<file path="src/hdl/mca_defs.vh">
// Constants for the multichannel alignment control block.
// Assumes a Wishbone classic slave with 32-bit data and word addressing
// (byte address = register index times four).
//
// What this block does
// - Mode field 00 none, 10 twin, 01 quad, 11 eight.
// - Two twin pairs per quad, both quads alike.
// - Member enable 1 joins group, 0 excludes.
// - Seven group resync bits: octet, quads, four pairs.
// - Resync fires only on command rising edge.
// - Single resync resets channel FIFO pointers.
// - Soft reset bit holds the SERDES reset level.
// - Protocol bit 1 XAUI, default 0 Fibre.
// - Per-quad rx and tx clock source fields.
// - Alarm register shows PLL lock flag.
// - Link state reads 10 once synchronised.
// - Word align done bit reads 1 when aligned.
// - Group align done set on completion, resync clears.
// - Word realign restarts on command rising edge.
// - Desync and overrun flags per group, three registers.
// - Headroom threshold resets to zero.
// - Counter from 18, step 1, then 2 once all seen.
// - At zero start reading; missing members flag desync.
// - Overrun when member headroom below threshold.
// - Ungrouped channel sets FIFO pointers on first character.
`ifndef MCA_DEFS_VH
`define MCA_DEFS_VH

// ----------------------------------------------------------------
// Register indices (byte address is index times four)
// ----------------------------------------------------------------
`define MCA_IDX_ALARM0 18'h30000
`define MCA_IDX_ALARM1 18'h30010
`define MCA_IDX_ALARM2 18'h30020
`define MCA_IDX_ALARM3 18'h30030
`define MCA_IDX_ALARM4 18'h30100
`define MCA_IDX_ALARM5 18'h30110
`define MCA_IDX_ALARM6 18'h30120
`define MCA_IDX_ALARM7 18'h30130
`define MCA_IDX_A_LINK 18'h30804
`define MCA_IDX_A_STAT 18'h30805
`define MCA_IDX_A_MEMB 18'h30810
`define MCA_IDX_A_MODE 18'h30811
`define MCA_IDX_A_ERR 18'h30814
`define MCA_IDX_A_PROT 18'h30820
`define MCA_IDX_B_LINK 18'h30904
`define MCA_IDX_B_STAT 18'h30905
`define MCA_IDX_B_MEMB 18'h30910
`define MCA_IDX_B_MODE 18'h30911
`define MCA_IDX_B_ERR 18'h30914
`define MCA_IDX_B_PROT 18'h30920
`define MCA_IDX_CLKSEL 18'h30A00
`define MCA_IDX_GRESYNC 18'h30A02
`define MCA_IDX_GERR 18'h30A03
`define MCA_IDX_MISC 18'h30A04

// ----------------------------------------------------------------
// Group mode encodings and group indices
// ----------------------------------------------------------------
`define MCA_MODE_NONE 2'h0
`define MCA_MODE_QUAD 2'h1
`define MCA_MODE_TWIN 2'h2
`define MCA_MODE_OCTET 2'h3
`define MCA_G_OCTET 3'h0
`define MCA_G_QUAD_A 3'h1
`define MCA_G_QUAD_B 3'h2
`define MCA_G_PAIR0 3'h3

// ----------------------------------------------------------------
// Sync counter and reset values
// ----------------------------------------------------------------
`define MCA_SYNC_START 5'h12
`define MCA_STEP_ONE 5'h01
`define MCA_STEP_TWO 5'h02
`define MCA_HEADROOM_RST 4'h0
`define MCA_REG_RST 8'h00

`endif

</file>
<file path="src/hdl/mca_align_ctrl.v">
// Multichannel alignment control and status for two four-channel quads.
// Assumes a Wishbone classic master on clk_i and a receive datapath on
// the same clock giving alignment-character strobes and FIFO headroom;
// SERDES status levels arrive asynchronously and are synchronised here.
//
// Added by the designer: register access over Wishbone.
`include "mca_defs.vh"

module mca_align_ctrl (
  input wire clk_i,
  input wire rst_i,
  input wire [19:0] wb_adr_i,
  input wire [31:0] wb_dat_i,
  output wire [31:0] wb_dat_o,
  input wire wb_we_i,
  input wire [3:0] wb_sel_i,
  input wire wb_stb_i,
  input wire wb_cyc_i,
  output wire wb_ack_o,
  input wire [7:0] pll_lock_flag_i,
  input wire [15:0] lane_link_state_i,
  input wire [7:0] word_align_done_i,
  input wire [7:0] align_char_i,
  input wire [31:0] fifo_headroom_i,
  output wire serdes_soft_reset_o,
  output wire [7:0] lane_protocol_select_o,
  output wire [3:0] rx_clock_source_sel_o,
  output wire [3:0] tx_clock_source_sel_o,
  output wire [7:0] word_realign_o,
  output wire [7:0] fifo_ptr_reset_o,
  output wire [7:0] fifo_ptr_init_o,
  output wire [7:0] fifo_read_en_o
);

  // ----------------------------------------------------------------
  // Software registers
  // ----------------------------------------------------------------
  reg [7:0] memb_a_q; // Member enables [3:0], realign [7:4]
  reg [7:0] memb_b_q;
  reg [7:0] mode_a_q; // Two bits per channel
  reg [7:0] mode_b_q;
  reg [7:0] prot_a_q; // Protocol [3:0], single resync [7:4]
  reg [7:0] prot_b_q;
  reg [7:0] clksel_q; // Rx A, rx B, tx A, tx B
  reg [7:0] gresync_q; // Seven group resync bits
  reg soft_rst_q; // SERDES soft reset level
  reg [3:0] headroom_min_q; // Least FIFO headroom

  // Bus slave state
  reg ack_q;
  reg [31:0] rdat_q;
  reg [7:0] rd_val;

  // Synchroniser stages for SERDES status levels
  reg [31:0] meta_q; // First stage, read only by second
  reg [31:0] stat_q; // Second stage, safe to use

  // Command edge detection
  reg [22:0] cmd_prev_q;
  reg [22:0] cmd_pulse_q;

  // Derived per-channel and per-group vectors
  wire [22:0] cmd_v;
  wire [7:0] real_p;
  wire [7:0] single_p;
  wire [6:0] grs_p;
  wire [7:0] pll_s;
  wire [15:0] link_s;
  wire [7:0] wad_s;
  wire [7:0] member_enable;
  wire [15:0] group_mode_sel;
  wire [7:0] in_grp;
  wire [23:0] gid_v; // Three bits per channel
  wire [7:0] low_v; // Headroom below threshold
  wire [7:0] chan_rs;
  wire [6:0] done_v;
  wire [6:0] desync_v;
  wire [6:0] overrun_v;
  wire [7:0] grp_done_ch;
  wire [55:0] mask_v; // Eight member bits per group

  // Per-channel output flops
  reg [7:0] init_armed_q;
  reg [7:0] ptr_init_q;
  reg [7:0] read_en_q;
  reg [7:0] ptr_rst_q;

  wire [17:0] idx;
  wire req;

  assign idx = wb_adr_i[19:2];
  assign req = wb_cyc_i & wb_stb_i;

  assign member_enable = {memb_b_q[3:0], memb_a_q[3:0]};
  assign group_mode_sel = {mode_b_q, mode_a_q};

  // ----------------------------------------------------------------
  // Wishbone slave: ack one cycle after request, write at ack edge
  // ----------------------------------------------------------------
  // Acking a cycle late lets read data come straight from a flop.
  always @(posedge clk_i) begin
    if (rst_i) begin
      ack_q <= 1'b0;
      rdat_q <= 32'h00000000;
    end else begin
      ack_q <= req & ~ack_q;
      rdat_q <= {24'h000000, rd_val};
    end
  end

  assign wb_ack_o = ack_q;
  assign wb_dat_o = rdat_q;

  // Read multiplexer; unmapped indices read as zero
  always @* begin
    case (idx)
      `MCA_IDX_ALARM0: rd_val = {7'h00, pll_s[0]};
      `MCA_IDX_ALARM1: rd_val = {7'h00, pll_s[1]};
      `MCA_IDX_ALARM2: rd_val = {7'h00, pll_s[2]};
      `MCA_IDX_ALARM3: rd_val = {7'h00, pll_s[3]};
      `MCA_IDX_ALARM4: rd_val = {7'h00, pll_s[4]};
      `MCA_IDX_ALARM5: rd_val = {7'h00, pll_s[5]};
      `MCA_IDX_ALARM6: rd_val = {7'h00, pll_s[6]};
      `MCA_IDX_ALARM7: rd_val = {7'h00, pll_s[7]};
      `MCA_IDX_A_LINK: rd_val = link_s[7:0];
      `MCA_IDX_B_LINK: rd_val = link_s[15:8];
      // Word align [3:0] and group align [7:4]
      `MCA_IDX_A_STAT: rd_val = {grp_done_ch[3:0], wad_s[3:0]};
      `MCA_IDX_B_STAT: rd_val = {grp_done_ch[7:4], wad_s[7:4]};
      `MCA_IDX_A_MEMB: rd_val = memb_a_q;
      `MCA_IDX_B_MEMB: rd_val = memb_b_q;
      `MCA_IDX_A_MODE: rd_val = mode_a_q;
      `MCA_IDX_B_MODE: rd_val = mode_b_q;
      // Quad, low pair, high pair: desync then overrun
      `MCA_IDX_A_ERR: rd_val = {2'h0, overrun_v[4], desync_v[4], overrun_v[3],
        desync_v[3], overrun_v[1], desync_v[1]};
      `MCA_IDX_B_ERR: rd_val = {2'h0, overrun_v[6], desync_v[6], overrun_v[5],
        desync_v[5], overrun_v[2], desync_v[2]};
      `MCA_IDX_GERR: rd_val = {6'h00, overrun_v[0], desync_v[0]};
      `MCA_IDX_A_PROT: rd_val = prot_a_q;
      `MCA_IDX_B_PROT: rd_val = prot_b_q;
      `MCA_IDX_CLKSEL: rd_val = clksel_q;
      `MCA_IDX_GRESYNC: rd_val = gresync_q;
      `MCA_IDX_MISC: rd_val = {headroom_min_q, 3'h0, soft_rst_q};
      default: rd_val = 8'h00;
    endcase
  end

  // ----------------------------------------------------------------
  // Register writes, low byte lane only
  // ----------------------------------------------------------------
  always @(posedge clk_i) begin
    if (rst_i) begin
      memb_a_q <= `MCA_REG_RST;
      memb_b_q <= `MCA_REG_RST;
      mode_a_q <= `MCA_REG_RST;
      mode_b_q <= `MCA_REG_RST;
      prot_a_q <= `MCA_REG_RST; // Fibre Channel by default
      prot_b_q <= `MCA_REG_RST;
      clksel_q <= `MCA_REG_RST;
      gresync_q <= `MCA_REG_RST;
      soft_rst_q <= 1'b0;
      headroom_min_q <= `MCA_HEADROOM_RST;
    end else if (req & ack_q & wb_we_i & wb_sel_i[0]) begin
      case (idx)
        `MCA_IDX_A_MEMB: memb_a_q <= wb_dat_i[7:0];
        `MCA_IDX_B_MEMB: memb_b_q <= wb_dat_i[7:0];
        `MCA_IDX_A_MODE: mode_a_q <= wb_dat_i[7:0];
        `MCA_IDX_B_MODE: mode_b_q <= wb_dat_i[7:0];
        `MCA_IDX_A_PROT: prot_a_q <= wb_dat_i[7:0];
        `MCA_IDX_B_PROT: prot_b_q <= wb_dat_i[7:0];
        `MCA_IDX_CLKSEL: clksel_q <= wb_dat_i[7:0];
        `MCA_IDX_GRESYNC: gresync_q <= {1'b0, wb_dat_i[6:0]};
        `MCA_IDX_MISC: begin
          soft_rst_q <= wb_dat_i[0];
          headroom_min_q <= wb_dat_i[7:4];
        end
        // Read-only and unmapped indices ignore writes
        default: soft_rst_q <= soft_rst_q;
      endcase
    end
  end

  // Static configuration straight from the registers
  assign serdes_soft_reset_o = soft_rst_q; // SERDES held while bit is 1
  assign lane_protocol_select_o = {prot_b_q[3:0], prot_a_q[3:0]};
  assign rx_clock_source_sel_o = clksel_q[3:0];
  assign tx_clock_source_sel_o = clksel_q[7:4];

  // ----------------------------------------------------------------
  // Two-flop synchronisers for SERDES status levels
  // ----------------------------------------------------------------
  always @(posedge clk_i) begin
    if (rst_i) begin
      meta_q <= 32'h00000000;
      stat_q <= 32'h00000000;
    end else begin
      meta_q <= {word_align_done_i, lane_link_state_i, pll_lock_flag_i};
      stat_q <= meta_q;
    end
  end

  assign pll_s = stat_q[7:0];
  assign link_s = stat_q[23:8];
  assign wad_s = stat_q[31:24];

  // ----------------------------------------------------------------
  // Command rising edges to one-cycle pulses
  // ----------------------------------------------------------------
  // Rewriting 1 over 1 gives no edge, so software must write 0 first.
  assign cmd_v = {gresync_q[6:0], prot_b_q[7:4], prot_a_q[7:4],
    memb_b_q[7:4], memb_a_q[7:4]};

  always @(posedge clk_i) begin
    if (rst_i) begin
      cmd_prev_q <= 23'h000000;
      cmd_pulse_q <= 23'h000000;
    end else begin
      cmd_prev_q <= cmd_v;
      cmd_pulse_q <= cmd_v & ~cmd_prev_q;
    end
  end

  assign real_p = cmd_pulse_q[7:0];
  assign single_p = cmd_pulse_q[15:8];
  assign grs_p = cmd_pulse_q[22:16];
  assign word_realign_o = real_p;

  // ----------------------------------------------------------------
  // Per-channel group selection, pointers and read enable
  // ----------------------------------------------------------------
  genvar c;
  generate
    for (c = 0; c < 8; c = c + 1) begin : gen_chan
      wire [1:0] mode;
      reg [2:0] gid;
      reg grouped;

      assign mode = group_mode_sel[2*c+1:2*c];

      // Decode the channel's group from its mode field
      always @* begin
        grouped = member_enable[c];
        case (mode)
          `MCA_MODE_OCTET: gid = `MCA_G_OCTET;
          `MCA_MODE_QUAD: gid = (c < 4) ? `MCA_G_QUAD_A : `MCA_G_QUAD_B;
          // Pairs AB and CD in each quad
          // Genvar bits cannot be selected, so the pair index is spelled out
          `MCA_MODE_TWIN: gid = (c < 2) ? 3'h3 : (c < 4) ? 3'h4 : (c < 6) ? 3'h5 : 3'h6;
          default: begin
            gid = `MCA_G_OCTET;
            grouped = 1'b0; // No alignment
          end
        endcase
      end

      assign in_grp[c] = grouped;
      assign gid_v[3*c+2:3*c] = gid;
      // Headroom under threshold counts as overrun
      assign low_v[c] = fifo_headroom_i[4*c+3:4*c] < headroom_min_q;
      // Own command or own group's resync
      assign chan_rs[c] = single_p[c] | (grouped & grs_p[gid]);
      assign grp_done_ch[c] = grouped ? done_v[gid] : ~init_armed_q[c];

      // Ungrouped channel: place pointers on first character
      always @(posedge clk_i) begin
        if (rst_i | chan_rs[c]) begin
          init_armed_q[c] <= 1'b1;
          ptr_init_q[c] <= 1'b0;
        end else if (init_armed_q[c] & ~grouped & align_char_i[c]) begin
          init_armed_q[c] <= 1'b0;
          ptr_init_q[c] <= 1'b1; // Write at start, read at middle
        end else begin
          ptr_init_q[c] <= 1'b0;
        end
      end

      // Pointer reset pulse and read enable
      always @(posedge clk_i) begin
        if (rst_i) begin
          ptr_rst_q[c] <= 1'b0;
          read_en_q[c] <= 1'b0;
        end else begin
          ptr_rst_q[c] <= chan_rs[c];
          read_en_q[c] <= grp_done_ch[c];
        end
      end
    end
  endgenerate

  assign fifo_ptr_reset_o = ptr_rst_q;
  assign fifo_ptr_init_o = ptr_init_q;
  assign fifo_read_en_o = read_en_q;

  // ----------------------------------------------------------------
  // Per-group sync down-counter and flags
  // ----------------------------------------------------------------
  // The count runs once per resync; it does not restart on its own.
  genvar g;
  genvar m;
  generate
    for (g = 0; g < 7; g = g + 1) begin : gen_grp
      wire [7:0] mask;
      wire [7:0] hit;
      wire [7:0] seen_n;
      wire all_seen;
      wire [4:0] step;
      reg [4:0] cnt_q;
      reg [7:0] seen_q;
      reg run_q;
      reg done_q;
      reg desync_q;
      reg overrun_q;

      for (m = 0; m < 8; m = m + 1) begin : gen_mask
        assign mask[m] = in_grp[m] & (gid_v[3*m+2:3*m] == g);
      end

      assign mask_v[8*g+7:8*g] = mask;
      assign hit = align_char_i & mask;
      assign seen_n = seen_q | hit;
      assign all_seen = ((mask & ~seen_n) == 8'h00);
      // Step one until every member has shown its character
      assign step = all_seen ? `MCA_STEP_TWO : `MCA_STEP_ONE;

      always @(posedge clk_i) begin
        if (rst_i | grs_p[g]) begin
          cnt_q <= `MCA_SYNC_START;
          seen_q <= 8'h00;
          run_q <= 1'b0;
          done_q <= 1'b0; // Resync clears completion
          desync_q <= 1'b0;
        end else if (~done_q & (run_q | (|hit))) begin
          run_q <= 1'b1;
          seen_q <= seen_n;
          if (cnt_q <= step) begin
            cnt_q <= 5'h00;
            done_q <= 1'b1;
            desync_q <= ~all_seen;
          end else begin
            cnt_q <= cnt_q - step;
          end
        end
      end

      // Live overrun so lowering the threshold clears it
      always @(posedge clk_i) begin
        if (rst_i) begin
          overrun_q <= 1'b0;
        end else begin
          overrun_q <= |(mask & low_v);
        end
      end

      assign done_v[g] = done_q;
      assign desync_v[g] = desync_q;
      assign overrun_v[g] = overrun_q;
    end
  endgenerate

endmodule // mca_align_ctrl

</file>
<file path="config.mk">
export PLATFORM = sky130hd
export DESIGN_NAME = mca_align_ctrl
export DESIGN_NICKNAME = d
export VERILOG_FILES = /design/src/hdl/mca_align_ctrl.v
export VERILOG_INCLUDE_DIRS = /design/src /design/src/hdl
export SDC_FILE = /design/constraint.sdc
export NUM_CORES = 1
export LEC_CHECK = 0
export BUFFER_PORTS_ARGS = -buffer_cell sky130_fd_sc_hd__buf_4
export CAP_MARGIN = 20
export CORE_UTILIZATION = 30
export CTS_BUF_LIST = sky130_fd_sc_hd__clkbuf_2 sky130_fd_sc_hd__clkbuf_4 sky130_fd_sc_hd__clkbuf_8
export CTS_CLUSTER_DIAMETER = 40
export DETAILED_ROUTE_END_ITERATION = 8
export HOLD_SLACK_MARGIN = 0.1
export PLACE_DENSITY = 0.51
export SLEW_MARGIN = 20
export SYNTH_ARGS = -nofsm -noshare
export SYNTH_HDL_FRONTEND = slang
export SYNTH_SLANG_ARGS = --single-unit
</file>
<file path="constraint.sdc">
create_clock -name clk_i -period 2.8 [get_ports clk_i]
set_input_delay 0.56 -clock clk_i [delete_from_list [all_inputs] [get_ports clk_i]]
set_output_delay 0.56 -clock clk_i [all_outputs]
set_load 0.02 [all_outputs]
</file>
==> results of run 1 <==
[cells in the mapped netlist, drive strengths merged, types with 38 or more instances]
master | instances | area [um2]
mux2i | 88 | 881
nand3 | 38 | 190
inv | 45 | 169
nor2b | 128 | 801
nor2 | 191 | 717
dfxtp | 312 | 6250
nand2 | 72 | 270
clkbuf | 63 | 236
ha | 65 | 813
buf | 59 | 415
a21oi | 62 | 310
nor3 | 47 | 257
[state kept, by name, indices dropped and copies added (netlist names), 7 cells and up]
| name | flops |
|---|---|
| cmd_pulse_q | 23 |
| prot_b_q | 8 |
| stat_q | 32 |
| memb_a_q | 8 |
| meta_q | 32 |
| init_armed_q | 8 |
| gen_grp.seen_q | 30 |
| cmd_prev_q | 23 |
| gen_grp.overrun_q | 7 |
| gen_grp.desync_q | 7 |
| fifo_ptr_init_o | 8 |
| fifo_read_en_o | 8 |
| mode_b_q | 8 |
| fifo_ptr_reset_o | 8 |
| gen_grp.done_q | 7 |
| gen_grp.run_q | 7 |
| clksel_q | 8 |
| wb_dat_o | 8 |
| memb_b_q | 8 |
| gen_grp.cnt_q | 35 |
| prot_a_q | 8 |
| mode_a_q | 8 |
| gresync_q | 7 |
[repair_timing]
action / 4_1_cts / 5_1_grt
gates cloned: 0 / 0
resized for setup: 36 / 85
hold buffers: 0 / 0
pin swaps: 16 / 29
setup endpoints to repair: 31 / 41
buffers inserted: 3 / 6
[how the worst min path moves through the flow]
stage                              start               to  slack (ns)  cells past startpoint
finish              word_align_done_i[1]       meta_q[25]        0.14                      2
floorplan                  cmd_prev_q[0]   cmd_pulse_q[0]        0.37                      1
detailed placement        cmd_prev_q[18]  cmd_pulse_q[18]        0.37                      1
global route        word_align_done_i[1]       meta_q[25]        0.11                      2
global placement          cmd_prev_q[22]  cmd_pulse_q[22]        0.37                      1
CTS                   pll_lock_flag_i[7]        meta_q[7]        0.10                      2
[cell type report]
class | instances | area [um2]
well taps | 607 | 759
clock inverters | 20 | 251
fillers | 4648 | 27400
clock buffers | 90 | 1150
flip-flops and latches | 312 | 6260
inverters | 45 | 169
multi-input cells | 1066 | 7960
repair buffers | 375 | 2930
[metrics by stage]
step	power (mW)	hold slack, ns	utilization, %
final	10.4	0.139	41.6
after floorplan	4.99	0.367	-
after detailed placement	5.29	0.374	37.2
after global routing	10.9	0.106	41.6
after global placement	5.28	0.372	37.2
after CTS	10.6	0.100	40.6
[kinds of logic (layout without fill, tap and decap cells)]
logic type               count (synthesis)  after routing  synth area share, %
flip-flops                             312            312                 43.5
other                                    1             24               0.0261
AND/OR/NAND/NOR                        618            618                 23.6
AO/OA/AOI/OAI                          251            251                 12.6
multiplexers                           101            101                 8.01
adder cells (fa/ha/maj)                 72             72                 6.64
buffers and inverters                  167            530                 5.71
[where the power goes]
group          total, mW  switching (mW)  leakage [nW]  internal (mW)
registers           4.56          0.0378          2.54           4.53
logic              0.659           0.369          4.52          0.290
clock network       5.21            2.08         0.725           3.13
total               10.4            2.49          7.79           7.94
[per-layer routing]
metal  part of all wire (%)  global-route usage (%)  vias up
li1                       -                       -     5991
met1                     45                    25.4     5904
met2                     46                    31.7      377
met3                    5.5                    3.92       89
met4                    3.4                    8.48        0
met5                      0                       0        -
==> flow_summary.yaml, run 1 <==
timing:
  worst_slack_ns: 0.0195
  setup_viol: 0
  tightest_slew_ns: 0.663
  rsz0062_at_grt: "true"
  slew_headroom_pct: 55.7
  finalCriticalPeriod_ns: 2.78
  tns_ns: 0
  finClkSkew_ns: 0.0345
  timing.fmax_ghz: 0.360
  slew_violations: 0
  fin_crit_sh_pct: 99.3
  hold_viol: 0
synth:
  seq_area_frac_synth_pct: 43.5
  synth_area_per_cell_um2: 9.44
  postSynth.asyncResetShare_pct: 0
  synth-seq-cells: 312
  yosys_warnings: 0
  synth-edff-count: 0
  synth.distinct_cells: 77
  syn_area_um2: 14400
  syn-instance-count: 1522
  synth_ff_type: "dfxtp_1"
route:
  detail-route-antenna-nets: 0
  firstDrtPassIters: 9
  avgViaCountPerCell: 4.91
  routed_wl_mm: 48.5
  drc: 3
  vias: 12361
  avgRoutedWirePerCell_um: 19.3
  drtIter0Drc: 804
final_layout:
  final_area_um2: 19500
  layout_commonest_cell: "buf_4"
  final_cells: 2515
  mostFrequentLayoutCells: "buf_4 (362), dfxtp_1 (304), nor2_1 (187), nor2b_1 (125), mux2i_1 (88)"
  nets: 2072
  diodes: 0
  area_growth_pct: 35.6
  drive_gt1_share_pct: 33.1
critical_path:
  reg2regPathDepth: 11
  cp.required_ns: 3.34
  endpoint: "gen_grp[4].cnt_q[4]"
  cp_num_buf_inv: 2
  startpoint_type: "register"
  cp_max_fo: 3
  slowest_delay_ns: 0.57
  cp_top_family: "simple AND/OR/NAND/NOR gates"
  crit_start: "mode_b_q[5]"
  slowest_stage: "or4_4"
  path_depth: 11
  path_cells: "inv_2 > ha_4 > nor3b_4 > nand2_2 > nor3_2 > or4_4 > buf_6 > fa_2 > or2_1 > or4b_1 > o211ai_1"
  end_kind: "register"
  r2r-end: "gen_grp[4].cnt_q[4]"
  regToRegStartpoint: "mode_b_q[5]"
  rrSetupSlack_ns: 0.02
  crit_arrival_ns: 3.32
  worst-setup-path-type: "reg -> reg"
floorplan:
  rows: 79
  fp.dieW_um: 221
  start_util_pct: 30.7
  dieArea_um2: 48800
  ios: 215
  fp.coreArea_um2: 46900
  fp.dieH_um: 221
grt:
  grt_antenna_before_repair: 2
  grt_pass1_wl_mm: 72.9
  grt_max_degree: 52
  grt_pass1_vias: 12361
  grt_util_all_layers_pct: 19.6
  grt-ovfl-total: 0
placement:
  dp_hpwl_mm: 37.2
  dpl_cell_area_um2: 17500
  dp_slack_ns: -0.171
  routabilityCongestion: 0.919
  portBuffers: 161
  dp.cells: 2396
cts:
  cts_root_buf: "clkbuf_8"
  cts.sinks: 312
  cts_buffers: 67
  insertion_delay_ns: 0.64
  clk_pin_slew_ns: 0.05
  cts_buffer_depth: 3
  cts_tree: "yes"
  cts_max_level: 3
power_and_ir_drop:
  irDropWorstVdd_mv: 0.318
  p_leak_nw: 7.79
  powerDensity_nw_per_um2: 536
min_path:
  hold_class: "in -> reg"
outcome:
  status: "complete, but fails checks"
  violations: "design-rule violations"
flow_run:
  drv_cap: 0
(Power assumes the default switching activity.)
==> inputs of run 2 (changes only) <==
--- a/config.mk
+++ b/config.mk
@@ -8,12 +8,12 @@
 export LEC_CHECK = 0
 export BUFFER_PORTS_ARGS = -buffer_cell sky130_fd_sc_hd__buf_4
 export CAP_MARGIN = 20
-export CORE_UTILIZATION = 30
+export CORE_UTILIZATION = 50
 export CTS_BUF_LIST = sky130_fd_sc_hd__clkbuf_2 sky130_fd_sc_hd__clkbuf_4 sky130_fd_sc_hd__clkbuf_8
 export CTS_CLUSTER_DIAMETER = 40
 export DETAILED_ROUTE_END_ITERATION = 8
 export HOLD_SLACK_MARGIN = 0.1
-export PLACE_DENSITY = 0.51
+export PLACE_DENSITY = 0.76
 export SLEW_MARGIN = 20
 export SYNTH_ARGS = -nofsm -noshare
 export SYNTH_HDL_FRONTEND = slang
==> flow_summary.yaml, run 2 (synthesis results as in run 1) <==
power_and_ir_drop:
  intPower_mw: 7.08
  p_comb_share_pct: 6.6
  irDropWorstVdd_mv: 0.401
  p_seq_share_pct: 49.0
  switchingPower_mw: 2.23
  fin_total_pwr_mw: 9.31
  swShare_pct: 24.0
  p_leak_nw: 7.52
  powerDensity_nw_per_um2: 503
  pwr-share-clk_pct: 44.4
timing:
  rsz0062_at_grt: "true"
  slew_headroom_pct: 50.2
  hold_viol: 0
  setup_viol: 1
  timing.fmax_ghz: 0.356
  slew_violations: 0
  fin_crit_sh_pct: 100
  finalCriticalPeriod_ns: 2.81
  tightest_slew_ns: 0.747
  finClkSkew_ns: 0.0238
  worst_slack_ns: -0.00746
floorplan:
  fp.dieH_um: 171
  fp.dieW_um: 171
  dieArea_um2: 29400
  rows: 61
  start_util_pct: 51.3
  fp.coreArea_um2: 28000
  ios: 215
cts:
  clk_pin_slew_ns: 0.06
  cts.sinks: 312
  cts_tree: "yes"
  cts_buffers: 52
  cts_buffer_depth: 3
  cts_max_level: 2
  cts_root_buf: "clkbuf_8"
  insertion_delay_ns: 0.60
route:
  avgViaCountPerCell: 5.60
  vias: 12593
  routed_wl_mm: 43.9
  drc: 0
  drtIter0Drc: 855
  firstDrtPassIters: 8
  avgRoutedWirePerCell_um: 19.5
  detail-route-antenna-nets: 0
critical_path:
  crit_arrival_ns: 3.32
  rrSetupSlack_ns: -0.007
  cp_common_cell: "buf_6"
  startpoint_type: "register"
  slowest_stage: "or4_1"
  cp_max_fo: 3
  worst-setup-path-type: "reg -> reg"
  path_cells: "inv_2 > ha_4 > nand2b_4 > nor4_4 > buf_4 > a2111oi_4 > nand3_2 > buf_6 > buf_6 > fa_2 > nor2_2 > nand2_1 > or4_1 > o211ai_1"
  cp.required_ns: 3.31
  end_kind: "register"
  slowest_delay_ns: 0.41
placement:
  routabilityCongestion: 0.956
  dpl_cell_area_um2: 16900
  dp_hpwl_mm: 33.4
  portBuffers: 161
grt:
  grt_pass1_wl_mm: 66.5
  grt_pass1_vias: 12350
  grt-ovfl-total: 0
  grt_util_all_layers_pct: 29.8
  grt_antenna_before_repair: 0
  grt_max_degree: 81
final_layout:
  drive_gt1_share_pct: 31.0
  top_regs: "gen_grp.cnt_q (35), meta_q (32), stat_q (32)"
  top_register: "gen_grp.cnt_q"
  multi_input_area_um2: 7790
  nFillCells: 2258
  largest_register_ffs: 35
  ff_latch_area_um2: 6260
  final_area_um2: 18500
  diodes: 0
  finish.utilization_pct: 66.1
  nets: 2040
  area_growth_pct: 28.8
  mostFrequentLayoutCells: "buf_4 (350), dfxtp_1 (301), nor2_1 (188), nor2b_1 (125), mux2i_1 (88)"
  layout_commonest_cell: "buf_4"
min_path:
  hold_class: "in -> reg"
flow_run:
  drv_cap: 0
outcome:
  violations: "negative setup slack"
  status: "complete, but fails checks"
-- run 2: cell types whose count changed in the layout (fill, tap and decap cells not counted), sizes merged --
| cell | change |
|---|---|
| buf | -17 |
| bufinv | -4 |
| clkbuf | -16 |
| clkinv | +5 |
| clkinvlp | -2 |
| inv | -2 |
-- run 2: metal layers --
metal | share of wire [%] | routed length [um] | GRT usage (%) | vias to the layer above
li1 | - | - | - | 5938
met3 | 6.1 | 2680 | 4.19 | 114
met1 | 41 | 18100 | 36.3 | 6009
met4 | 4.1 | 1790 | 12.1 | 0
met5 | 0 | 0 | 0 | -
met2 | 49 | 21400 | 52.5 | 532
-- run 2: worst paths after layout --
path                         from                   to  cells past startpoint
max                   mode_a_q[2]  gen_grp[0].cnt_q[4]                     14
min          word_align_done_i[2]           meta_q[26]                      2
max reg2reg           mode_a_q[2]  gen_grp[0].cnt_q[4]                     14
min reg2reg        cmd_prev_q[18]      cmd_pulse_q[18]                      1
-- run 2: power by group through the flow --
stage / Sequential [mW] / Combinational [mW] / Clock, mW
detailed placement: 4.66 / 0.596 / 0
CTS: 4.56 / 0.600 / 4.19
global placement: 4.65 / 0.582 / 0
finish: 4.56 / 0.612 / 4.13
global route: 4.57 / 0.664 / 4.39
floorplan: 4.66 / 0.332 / 0
-- run 2: worst max-delay path: cells and delay by family, from the launching register on --
kind                     cells  cell delay (ns)
AO/OA/AOI/OAI                2             0.43
AND/OR/NAND/NOR              6             0.97
flip-flops                   1             0.33
adder cells (fa/ha/maj)      2             0.52
buffers and inverters        4             0.49
-- run 2: cell type report --
cell class                 instances  area share (%)
clock buffer                      74            5.13
multi-input combinational       1066            42.1
tap                              378            2.56
inverter                          45           0.913
timing repair buffer             358            14.7
clock inverter                    17           0.751
sequential                       312            33.8
-- run 2: timing repair --
| item | CTS | global route |
|---|---|---|
| resized for setup | 31 | 67 |
| endpoints found under the hold margin | 0 | 0 |
| hold buffers | 0 | 0 |
| pin swaps | 12 | 18 |
| endpoints found under the setup margin | 25 | 37 |
| buffers inserted | 3 | 9 |
-- run 2: metrics by stage --
stage	hold slack, ns	std cells	setup WS [ns]	setup TNS, ns
after floorplan	0.367	1545	-0.0416	-0.0416
after global placement	0.372	2148	-0.0943	-0.894
after detailed placement	0.372	2148	-0.178	-2.03
after CTS	0.148	2242	0.000881	0
after global routing	0.161	2250	-0.148	-0.712
final	0.171	2250	-0.00746	-0.00746
